--- config.mk ---
export PLATFORM = sky130hd
export DESIGN_NAME = dfc_fan_pwm
export DESIGN_NICKNAME = d
export VERILOG_FILES = /design/src/dfc_pkg.sv /design/src/dfc_fan_pwm.sv
export SDC_FILE = /design/constraint.sdc
export NUM_CORES = 1
export LEC_CHECK = 0
export BUFFER_PORTS_ARGS = -buffer_cell sky130_fd_sc_hd__clkbuf_2
export CAP_MARGIN = 25
export CORE_MARGIN = 3
export CORE_UTILIZATION = 29
export CTS_CLUSTER_SIZE = 20
export DETAILED_ROUTE_END_ITERATION = 10
export GPL_TIMING_DRIVEN = 0
export PLACE_DENSITY = 0.57
export SETUP_SLACK_MARGIN = 0.1
export SLEW_MARGIN = 10
export SYNTH_ARGS = -nofsm -noshare
export SYNTH_HDL_FRONTEND = slang
export SYNTH_SLANG_ARGS = --single-unit
--- constraint.sdc ---
create_clock -name clk_sys -period 4.6 [get_ports clk_sys]
set_input_delay 0.92 -clock clk_sys [delete_from_list [all_inputs] [get_ports clk_sys]]
set_output_delay 0.92 -clock clk_sys [all_outputs]
set_load 0.05 [all_outputs]
--- src/dfc_pkg.sv ---
// constants shared by the dual fan pulse-width controller
package dfc_pkg;
    // ------------------------------------------------------------
    // mailbox indices (host) and local addresses (microcontroller)
    // ------------------------------------------------------------
    localparam logic [7:0] MBX_FAN_A = 8'h92;
    localparam logic [7:0] MBX_FAN_B = 8'h93;
    localparam logic [7:0] MBX_FAN_CFG = 8'h9d;
    localparam logic [15:0] UC_FAN_A = 16'h7f25;
    localparam logic [15:0] UC_FAN_B = 16'h7f26;
    localparam logic [15:0] UC_FAN_CFG = 16'h7f28;
    // ------------------------------------------------------------
    // reset values and field positions
    // ------------------------------------------------------------
    localparam logic [7:0] SPEED_RST = 8'h00;
    localparam logic [7:0] CFG_RST = 8'h30;
    localparam logic [7:0] CFG_WR_MASK = 8'h3f;
    localparam int SPD_FORCE_BIT = 0;
    localparam int SPD_DUTY_LSB = 1;
    localparam int SPD_SEL0_BIT = 7;
    localparam int CFG_SEL1_BIT = 0;
    localparam int CFG_DBL_BIT = 2;
    localparam int CFG_SLOW_BIT = 4;
    // ------------------------------------------------------------
    // timing: output frequencies in Hz, 64 steps per period
    // ------------------------------------------------------------
    localparam int CLK_HZ = 200_000_000;
    localparam int STEPS = 64;
    localparam int F_SEL00_HZ = 15625;
    localparam int F_SEL01_HZ = 23438;
    localparam int F_SEL10_HZ = 40;
    localparam int F_SEL11_HZ = 60;
    localparam int F_DBL00_HZ = 31250;
    localparam int F_DBL01_HZ = 46876;
    localparam int F_DBL10_HZ = 80;
    localparam int F_DBL11_HZ = 120;
    localparam int SLOW_HZ = 32768;
    localparam int F_SLOW00_HZ = 32;
    localparam int F_SLOW01_HZ = 64;
    localparam int F_SLOW10_HZ = 128;
    // system clocks per step, rounded to nearest
    localparam int DIV00 = (CLK_HZ + STEPS / 2 * F_SEL00_HZ) / (STEPS * F_SEL00_HZ);
    localparam int DIV01 = (CLK_HZ + STEPS / 2 * F_SEL01_HZ) / (STEPS * F_SEL01_HZ);
    localparam int DIV10 = (CLK_HZ + STEPS / 2 * F_SEL10_HZ) / (STEPS * F_SEL10_HZ);
    localparam int DIV11 = (CLK_HZ + STEPS / 2 * F_SEL11_HZ) / (STEPS * F_SEL11_HZ);
    localparam int DDIV00 = (CLK_HZ + STEPS / 2 * F_DBL00_HZ) / (STEPS * F_DBL00_HZ);
    localparam int DDIV01 = (CLK_HZ + STEPS / 2 * F_DBL01_HZ) / (STEPS * F_DBL01_HZ);
    localparam int DDIV10 = (CLK_HZ + STEPS / 2 * F_DBL10_HZ) / (STEPS * F_DBL10_HZ);
    localparam int DDIV11 = (CLK_HZ + STEPS / 2 * F_DBL11_HZ) / (STEPS * F_DBL11_HZ);
    // standby clock ticks per step
    localparam int SDIV00 = SLOW_HZ / (STEPS * F_SLOW00_HZ);
    localparam int SDIV01 = SLOW_HZ / (STEPS * F_SLOW01_HZ);
    localparam int SDIV10 = SLOW_HZ / (STEPS * F_SLOW10_HZ);
    localparam int PRE_W = 17;
endpackage

--- src/dfc_fan_pwm.sv ---
// two independent fan pulse-width controllers with mailbox register access
//
// Summary of operation
// RULE1 - Two separate controllers each own a speed register and an output and never affect each other.
// RULE2 - Each controller offers eleven frequencies, six-bit duty, and forced high or low output.
// RULE3 - A controller runs from the system clock only while main supply is up, or from the 32.768 kHz standby clock.
// RULE4 - Host and microcontroller can read and write every bit of both speed registers.
// RULE5 - With the fast source, select codes give 15.625, 23.438, 0.040, 0.060 kHz, doubled by the double bit.
// RULE6 - With the standby source the double bit is ignored and codes give 0.032, 0.064, 0.128 kHz, 11 reserved.
// RULE7 - Speed bit 0 forces the output continuously high.
// RULE8 - Speed bit 7 is the low select bit, combined with the high select bit in the shared config.
// RULE9 - Config bits 2 and 3 are the double bits of controllers a and b.
// RULE10 - Config bits 0 and 1 are the high select bits of controllers a and b.
// RULE11 - Config bits 4 and 5 pick the standby clock for controllers a and b.
// RULE12 - Duty bits 6:1 give a high time of duty/64, and zero holds the output low.
// RULE13 - Speed registers sit at mailbox 0x92/0x93 and microcontroller 0x7f25/0x7f26.
// RULE14 - Speed registers reset to 0x00 on standby power-on only.
// RULE15 - The shared config register resets to 0x30 on standby power-on.
// RULE16 - A 64-step counter drives the output high while below the duty value.
`timescale 1ns/10ps
`default_nettype none
module dfc_fan_pwm #(
    parameter logic [16:0] DIV00 = 17'(dfc_pkg::DIV00),
    parameter logic [16:0] DIV01 = 17'(dfc_pkg::DIV01),
    parameter logic [16:0] DIV10 = 17'(dfc_pkg::DIV10),
    parameter logic [16:0] DIV11 = 17'(dfc_pkg::DIV11),
    parameter logic [16:0] DDIV10 = 17'(dfc_pkg::DDIV10),
    parameter logic [16:0] DDIV11 = 17'(dfc_pkg::DDIV11)
) (
    input wire logic clk_sys,
    input wire logic rst,
    input wire logic slow_clk_in,
    input wire logic main_supply_good,
    input wire logic host_wr,
    input wire logic host_rd,
    input wire logic [7:0] host_index,
    input wire logic [7:0] host_wdata,
    output logic [7:0] host_rdata,
    input wire logic uc_wr,
    input wire logic uc_rd,
    input wire logic [15:0] uc_addr,
    input wire logic [7:0] uc_wdata,
    output logic [7:0] uc_rdata,
    output logic [1:0] fan_out
);
    localparam int W = dfc_pkg::PRE_W;

    // ------------------------------------------------------------
    // registers
    // ------------------------------------------------------------
    logic [7:0] speed_q [2];
    logic [7:0] cfg_q;
    logic [1:0] host_hit;
    logic [1:0] uc_hit;
    logic host_cfg_hit;
    logic uc_cfg_hit;

    assign host_hit[0] = host_index == dfc_pkg::MBX_FAN_A; // RULE13
    assign host_hit[1] = host_index == dfc_pkg::MBX_FAN_B; // RULE13
    assign host_cfg_hit = host_index == dfc_pkg::MBX_FAN_CFG;
    assign uc_hit[0] = uc_addr == dfc_pkg::UC_FAN_A; // RULE13
    assign uc_hit[1] = uc_addr == dfc_pkg::UC_FAN_B; // RULE13
    assign uc_cfg_hit = uc_addr == dfc_pkg::UC_FAN_CFG;

    // microcontroller write lands last, so it wins a same-cycle clash
    always_ff @(posedge clk_sys) begin
        if (rst) begin
            speed_q[0] <= dfc_pkg::SPEED_RST; // RULE14
            speed_q[1] <= dfc_pkg::SPEED_RST; // RULE14
        end else begin
            for (int i = 0; i < 2; i++) begin
                if (host_wr && host_hit[i]) begin
                    speed_q[i] <= host_wdata; // RULE4
                end
                if (uc_wr && uc_hit[i]) begin
                    speed_q[i] <= uc_wdata; // RULE4
                end
            end
        end
    end

    // reserved bits 7:6 cannot be written
    always_ff @(posedge clk_sys) begin
        if (rst) begin
            cfg_q <= dfc_pkg::CFG_RST; // RULE15
        end else if (uc_wr && uc_cfg_hit) begin
            cfg_q <= uc_wdata & dfc_pkg::CFG_WR_MASK;
        end else if (host_wr && host_cfg_hit) begin
            cfg_q <= host_wdata & dfc_pkg::CFG_WR_MASK;
        end
    end

    // unmapped index reads as zero
    always_ff @(posedge clk_sys) begin
        if (rst) begin
            host_rdata <= 8'h00;
        end else if (host_rd) begin
            host_rdata <= host_hit[0] ? speed_q[0] : host_hit[1] ? speed_q[1] : host_cfg_hit ? cfg_q : 8'h00;
        end
    end

    always_ff @(posedge clk_sys) begin
        if (rst) begin
            uc_rdata <= 8'h00;
        end else if (uc_rd) begin
            uc_rdata <= uc_hit[0] ? speed_q[0] : uc_hit[1] ? speed_q[1] : uc_cfg_hit ? cfg_q : 8'h00;
        end
    end

    // ------------------------------------------------------------
    // pin synchronisers and standby tick
    // ------------------------------------------------------------
    logic slow_s1_q, slow_s2_q, slow_s3_q;
    logic main_s1_q, main_s2_q;
    logic slow_tick;

    always_ff @(posedge clk_sys) begin
        if (rst) begin
            slow_s1_q <= 1'b0;
            slow_s2_q <= 1'b0;
            slow_s3_q <= 1'b0;
        end else begin
            slow_s1_q <= slow_clk_in;
            slow_s2_q <= slow_s1_q;
            slow_s3_q <= slow_s2_q;
        end
    end

    always_ff @(posedge clk_sys) begin
        if (rst) begin
            main_s1_q <= 1'b0;
            main_s2_q <= 1'b0;
        end else begin
            main_s1_q <= main_supply_good;
            main_s2_q <= main_s1_q;
        end
    end

    assign slow_tick = slow_s2_q & ~slow_s3_q;

    // ------------------------------------------------------------
    // per-controller rate divider and 64-step generator
    // ------------------------------------------------------------
    logic [W-1:0] pre_q [2];
    logic [5:0] phase_q [2];
    logic [W-1:0] reload [2];
    logic [1:0] step;
    logic [1:0] use_slow;

    for (genvar i = 0; i < 2; i++) begin : g_chan // RULE1
        logic sel1;
        logic sel0;
        logic dbl;
        logic en;
        logic [5:0] duty;

        assign sel0 = speed_q[i][dfc_pkg::SPD_SEL0_BIT]; // RULE8
        assign sel1 = cfg_q[dfc_pkg::CFG_SEL1_BIT + i]; // RULE10
        assign dbl = cfg_q[dfc_pkg::CFG_DBL_BIT + i]; // RULE9
        assign use_slow[i] = cfg_q[dfc_pkg::CFG_SLOW_BIT + i]; // RULE11
        assign duty = speed_q[i][dfc_pkg::SPD_DUTY_LSB +: 6];

        // fast source stalls without main supply; reload 0 never steps
        always_comb begin
            reload[i] = '0;
            if (use_slow[i]) begin
                unique case ({sel1, sel0}) // RULE6
                    2'b00: reload[i] = W'(dfc_pkg::SDIV00);
                    2'b01: reload[i] = W'(dfc_pkg::SDIV01);
                    2'b10: reload[i] = W'(dfc_pkg::SDIV10);
                    2'b11: reload[i] = '0;
                endcase
            end else begin
                unique case ({dbl, sel1, sel0}) // RULE5
                    3'b000: reload[i] = DIV00;
                    3'b001: reload[i] = DIV01;
                    3'b010: reload[i] = DIV10;
                    3'b011: reload[i] = DIV11;
                    3'b100: reload[i] = W'(dfc_pkg::DDIV00);
                    3'b101: reload[i] = W'(dfc_pkg::DDIV01);
                    3'b110: reload[i] = DDIV10;
                    3'b111: reload[i] = DDIV11;
                endcase
            end
        end

        assign en = use_slow[i] ? slow_tick : main_s2_q; // RULE3
        // >= so a shorter period chosen mid-count wraps at once
        assign step[i] = en && (reload[i] != '0) && (pre_q[i] >= reload[i] - W'(1));

        always_ff @(posedge clk_sys) begin
            if (rst) begin
                pre_q[i] <= '0;
            end else if (step[i]) begin
                pre_q[i] <= '0;
            end else if (en) begin
                pre_q[i] <= pre_q[i] + W'(1);
            end
        end

        always_ff @(posedge clk_sys) begin
            if (rst) begin
                phase_q[i] <= 6'h00;
            end else if (step[i]) begin
                phase_q[i] <= phase_q[i] + 6'h01; // RULE16
            end
        end

        // force high overrides duty; duty 0 never beats the count
        always_ff @(posedge clk_sys) begin
            if (rst) begin
                fan_out[i] <= 1'b0;
            end else begin
                fan_out[i] <= speed_q[i][dfc_pkg::SPD_FORCE_BIT] | (phase_q[i] < duty); // RULE2 RULE7 RULE12 RULE16
            end
        end
    end

    // clocks since the last step of a, saturating; lets the period check follow the divider parameter
    logic [W-1:0] gap_a_q;
    always_ff @(posedge clk_sys) begin
        if (rst || step[0]) begin
            gap_a_q <= '0;
        end else if (gap_a_q != '1) begin
            gap_a_q <= gap_a_q + W'(1);
        end
    end
endmodule
`default_nettype wire

-- Yosys cells after proc, flatten, opt, wreduce, memory -nomap -nowiden
Memory sizes are Yosys's and may differ from the RTL's.
Cells that the tools add are included.
- RAM bits: 62
- register bits after elaboration: 29
- bits in latches: 0
- memories kept: 5
- ROM bits: 272
- memory list (name ; words ; width ; read ports ; clocked after memory_dff ; write ports ; line ; text):
    (no name shown) ; 8 ; 17 ; 1 ; 0 ; 0 ; dfc_fan_pwm.sv:174 ; unique case ({dbl, sel1, sel0})
    (no name shown) ; 8 ; 17 ; 1 ; 0 ; 0 ; dfc_fan_pwm.sv:174 ;
    pre_q ; 2 ; 17 ; 2 ; 0 ; 2 ; dfc_fan_pwm.sv:144 ; logic [W-1:0] pre_q [2];
    speed_q ; 2 ; 8 ; 2 ; 0 ; 2 ; dfc_fan_pwm.sv:51 ; logic [7:0] speed_q [2];
    phase_q ; 2 ; 6 ; 2 ; 0 ; 2 ; dfc_fan_pwm.sv:145 ; logic [5:0] phase_q [2];
- add/subtract/negate cells: 6
- bitwise gates (word level): 14
- equal/unequal tests: 12
- div/mod/pow operators: 0
- shift-type cells: 0
- muxes and demuxes: 52
- $lt $le $gt $ge: 4
- reductions and logical operators: 15
- $mul: 0
- operators by type and width (cell ; number):
    $pmux 17 s4 ; 2
    $mux 17 ; 6
    $mux 8 ; 8
    $eq 16x15->1 const B ; 3
    $mux 6 ; 6
    $add 17x1->17 const B ; 2
    $ge 17x17->1 ; 2
    $reduce_bool 17->1 ; 2
    $sub 17x1->17 const B ; 2
    $mux 1 ; 30
    $eq 8x8->1 const B ; 3
    $add 6x1->6 const B ; 2
    $lt 6x6->1 ; 2
    $or 1x1->1 ; 12
    $logic_and 1x1->1 ; 10
    $eq 2x2->1 const B ; 4
    $eq 2x1->1 const B ; 2
    $logic_not 2->1 ; 2
    $reduce_bool 2->1 ; 1
    $and 1x1->1 ; 1
    $not 1->1 ; 1

-- Logic depth before layout (Yosys ltp)
An unclocked memory read counts as a cell.
- word-level depth: 12
- mapped depth: 20

-- Least setup slack after synthesis
Ideal clock, no wire load.
- path type: reg-to-reg
- start point: register cfg_q[1]
- end point: memory pre_q[1][8] in the netlist's numbering (data pin)
- path buffers: 4
- library setup time: 0.138 ns
- stages on the path, launching flop included: 21
- data arrival time: 3.963 ns
- slack: 0.499 ns
- cell sequence: dfxtp_1 clkbuf_1 inv_1 ha_1 nor2_1 a21oi_1 nand2_1 ha_1 and2_1 buf_4 a41o_1 a211oi_1 ha_1 a21o_1 a21o_1 a211oi_1 a2111oi_2 or4_1 buf_2 buf_6 nor2_1
- RTL lines (item ; line ; text):
    start: declaration ; dfc_fan_pwm.sv:52 ; logic [7:0] cfg_q;
    start signal: assignment ; dfc_fan_pwm.sv:85 ; cfg_q <= dfc_pkg::CFG_RST;
    start signal: assignment ; dfc_fan_pwm.sv:87 ; cfg_q <= uc_wdata & dfc_pkg::CFG_WR_MASK;
    start signal: assignment ; dfc_fan_pwm.sv:89 ; cfg_q <= host_wdata & dfc_pkg::CFG_WR_MASK;
    end: declaration ; dfc_fan_pwm.sv:144 ;

==> metrics.md <==
| Metric | Value |
|---|---|
| Diode count | 0 |
| Clock slew at reported path FFs | 70 ps |
| Post-synthesis register bit count | 91 |
| Total wire length | between 15000 and 20000 µm |
| Die Wd | about 150 µm |
| Largest net degree at the start of global routing | 18 |
| Met1 Use GR | 21.6% |
| Status | complete, no violations |
| Rel. slew slack | 37.8% |
| I/O pins | between 60 and 70 |
| GRT Max-Usage Layer | met1 |
| Initial DRC Count | 342 |
| Worst slack, placed | -430 ps |
| CTS sink count | 91 |
| DRT Pass-1 Iters | 5 |
| Vias/cell | 5.14 |
| CTS tree | built |
| Starting Density | 30.0% |
| Max Root-Sink Buffers | 2 |
| Dpl cells | 1051 |
| Synth warn | 0 |
| Top delay family on crit path | compound AO/OA/AOI/OAI gates |
| Layout cells sized above 1 | between 10% and 20% |
| Total of max-cap violations | 0 |
| RSZ-0062 raised after global routing | no |
| Port Buffers | between 60 and 70 |
| Cell count after synthesis | 712 |
| Met3 Track Usage GR | about 2.0% |
| Async set-reset flop share out of synthesis | 0% |
| Arrival time at the worst endpoint | about 4500 ps |
| GP Congestion | 0.857 |
| Worst Path Class, Setup | reg -> reg |
| Initial antenna violation count | 0 |
| Number of synthesized flops with an enable pin | 62 |
| Skew-Pair Late Insertion Delay | 350 ps |
| Seq/Total Area, Yosys | 38.3% |
| Max Slew Vio Count | 0 |
| Clock root buffer | clkbuf_16 |
| Cts bufs inserted | 9 |
| FMAX | 231 MHz |
| Cell area after layout | 0.00745 mm² |
| Vias in the first global route | 5005 |
| Nets | 900 |
| Area grow syn2layout | 16.8% |
| CP Capture Type | flop |
| Critical path buffers and inverters | 5 |
| DR WL/cell | 16.3 µm |
| Leak pwr | 2.94 nW |
| Routed vias | between 5000 and 6000 |
| HPWL after detailed placement | 13300 µm |
| Maximum VDD drop | 0.000113 V |
| Peak fanout along the critical path | 10 |
| Crit-path cells | clkbuf_8 -> inv_1 -> ha_4 -> nor2_1 -> a21oi_1 -> nand2_1 -> ha_2 -> and2_1 -> buf_4 -> a41o_1 -> a211oi_2 -> ha_1 -> a21o_1 -> a21o_1 -> a211oi_2 -> a2111oi_2 -> or4_1 -> buf_2 -> buf_6 -> nor2_1 |
| Fin crit period | 4330 ps |
| Overflow after GRT | 0 |
| Mean Syn Cell Area | 8.96 µm² |
| Die footprint | 0.0238 mm² |
| Final Util | 35.0% |
| Power per cell area | roughly 270 mW/mm² |
| Met2 usage | about a fifth |
| CP max stage delay | 400 ps |
| CP max stage cell | or4_1 |
| Mapped Nets | around 800 |
| Worst-Margin Slew | 929 ps |
| Total Routing Usage GR | 14.3% |
| Finished Layout Cells | around 1100 |
| Remaining routing DRC violations | 0 |
| DIE HEIGHT | 154 µm |
| Cell Area, Placed | 0.00704 mm² |
| Final ANT Viol Nets | 0 |
| Synth Flop Type | edfxtp_1 |
| First-pass GRT wire length | about 27000 µm |
| Core box area | about 0.021 mm² |
| Hold buffer count at CTS | 0 |
| Clock Skews | 10.1 ps |
| H-tree levels | 3 |
| Yosys cell types | 55 |
| Area leader, netlist | edfxtp_1 |
| Post-Syn Area | 0.00638 mm² |
| Synth top area cells | edfxtp_1 29%, ha_1 12%, dfxtp_1 9.1%, nand2_1 4.5%, nor2_1 4.1% |
| Final Hold Fails | 0 |
| Final Cycle Share | a little over nine tenths |
| Worst setup SP type | flop |
| Rows | 53 |
| Critical Path RT | between 4000 and 5000 ps |
| Yosys top cell area share | approximately 29% |
| Worst Hold Class | reg -> reg |
| Setup ws final | 271 ps |
| Final setup fails | 0 |
-- sequential cells by signal, indices dropped and copies added (netlist names) --
register / cells
cfg_q: 6
slow_s2_q: 1
speed_q: 16
host_rdata: 8
pre_q: 34
main_s1_q: 1
slow_s3_q: 1
uc_rdata: 8
slow_s1_q: 1
fan_out: 2
phase_q: 12
main_s2_q: 1
-- stage by stage --
step	hold WS, ps	total power [mW]	TNS (ps)
after floorplan	414	1.13	0
after global placement	420	1.22	-7060
after detailed placement	426	1.23	-6160
after CTS	442	2.01	0
after global routing	466	2.09	0
final	436	2.00	0
-- repair_timing --
item | 4_1_cts | 5_1_grt
pin swaps | 0 | 1
endpoints found under the setup margin | 38 | 56
setup buffers | 0 | 5
resized for setup | 7 | 11
-- routing by layer --
layer	up-vias	wire length [µm]
li1	2764	-
met4	0	242
met5	-	0
met3	17	917
met1	2572	8890
met2	153	7460
-- cells by family (layout without fill, tap and decap cells) --
logic type	Yosys count	count (layout)	synth area share [%]
AND/OR/NAND/NOR	298	298	23.3
AO/OA/AOI/OAI	151	151	15.7
flip-flops	91	91	38.3
buffers and inverters	62	147	4.00
adder cells (fa/ha/maj)	60	60	11.8
XOR/XNOR	45	45	6.18
multiplexers	5	5	0.785
-- worst paths after layout --
path                                 from          end  slack, ps  cells past startpoint
worst max-delay path             cfg_q[1]  pre_q[1][8]        270                     20
worst min-delay path            main_s1_q    main_s2_q        440                      1
worst max register to register   cfg_q[1]  pre_q[1][8]        270                     20
worst min register to register  main_s1_q    main_s2_q        440                      1
-- report_power, final --
group,switching (mW),internal [mW],total [mW],leakage [nW]
Combinational,0.161,0.104,0.265,1.91
Clock,0.352,0.427,0.779,0.156
Sequential,0.0402,0.911,0.951,0.870
-- final cells by class --
cell class	instances	area [µm²]
flip-flops and latches	91	2440
inverters	26	97.6
well taps	275	344
fillers	2248	13800
clock inverters	5	46.3
multi-input cells	559	3720
repair buffers	69	358
clock buffers	11	264
plain buffers	36	174
-- placed cells by master, fill, tap and decap left out, types with 11 or more instances in the layout --
cell type,count
dfxtp_1,28
inv_1,26
a31oi_1,11
nor2b_1,16
edfxtp_1,62
nor4_1,21
and3_1,18
xnor2_1,21
a21oi_1,45
nand2_1,77
a22o_1,16
nor2_1,69
clkbuf_2,67
clkbuf_1,20
o21ai_0,19
nand3_1,46
ha_1,58
xor2_1,24
a211oi_1,14
nand2b_1,15
-- synth_stat cells, types with 3 or more instances --
cell type  count
nand4bb_1      3
a22oi_1        6
and3_1        18
nor2_1        69
a31o_2         4
buf_2          6
inv_1         26
clkbuf_1      23
a21oi_1       46
nor3_1         7
nor2b_1       16
mux2i_1        5
nor2_2         3
nand4_1        8
edfxtp_1      62
xnor2_1       21
dfxtp_1       29
nand3_1       46
a211oi_1      17
a21o_1         6
a22o_1        16
nand2b_1      15
nor4_1        22
nand4b_1       3
ha_1          60
nand2_1       77
a31oi_1       11
o211ai_1      10
o21ai_0       20
buf_1          4
xor2_1        24
(Power assumes the default switching activity.)
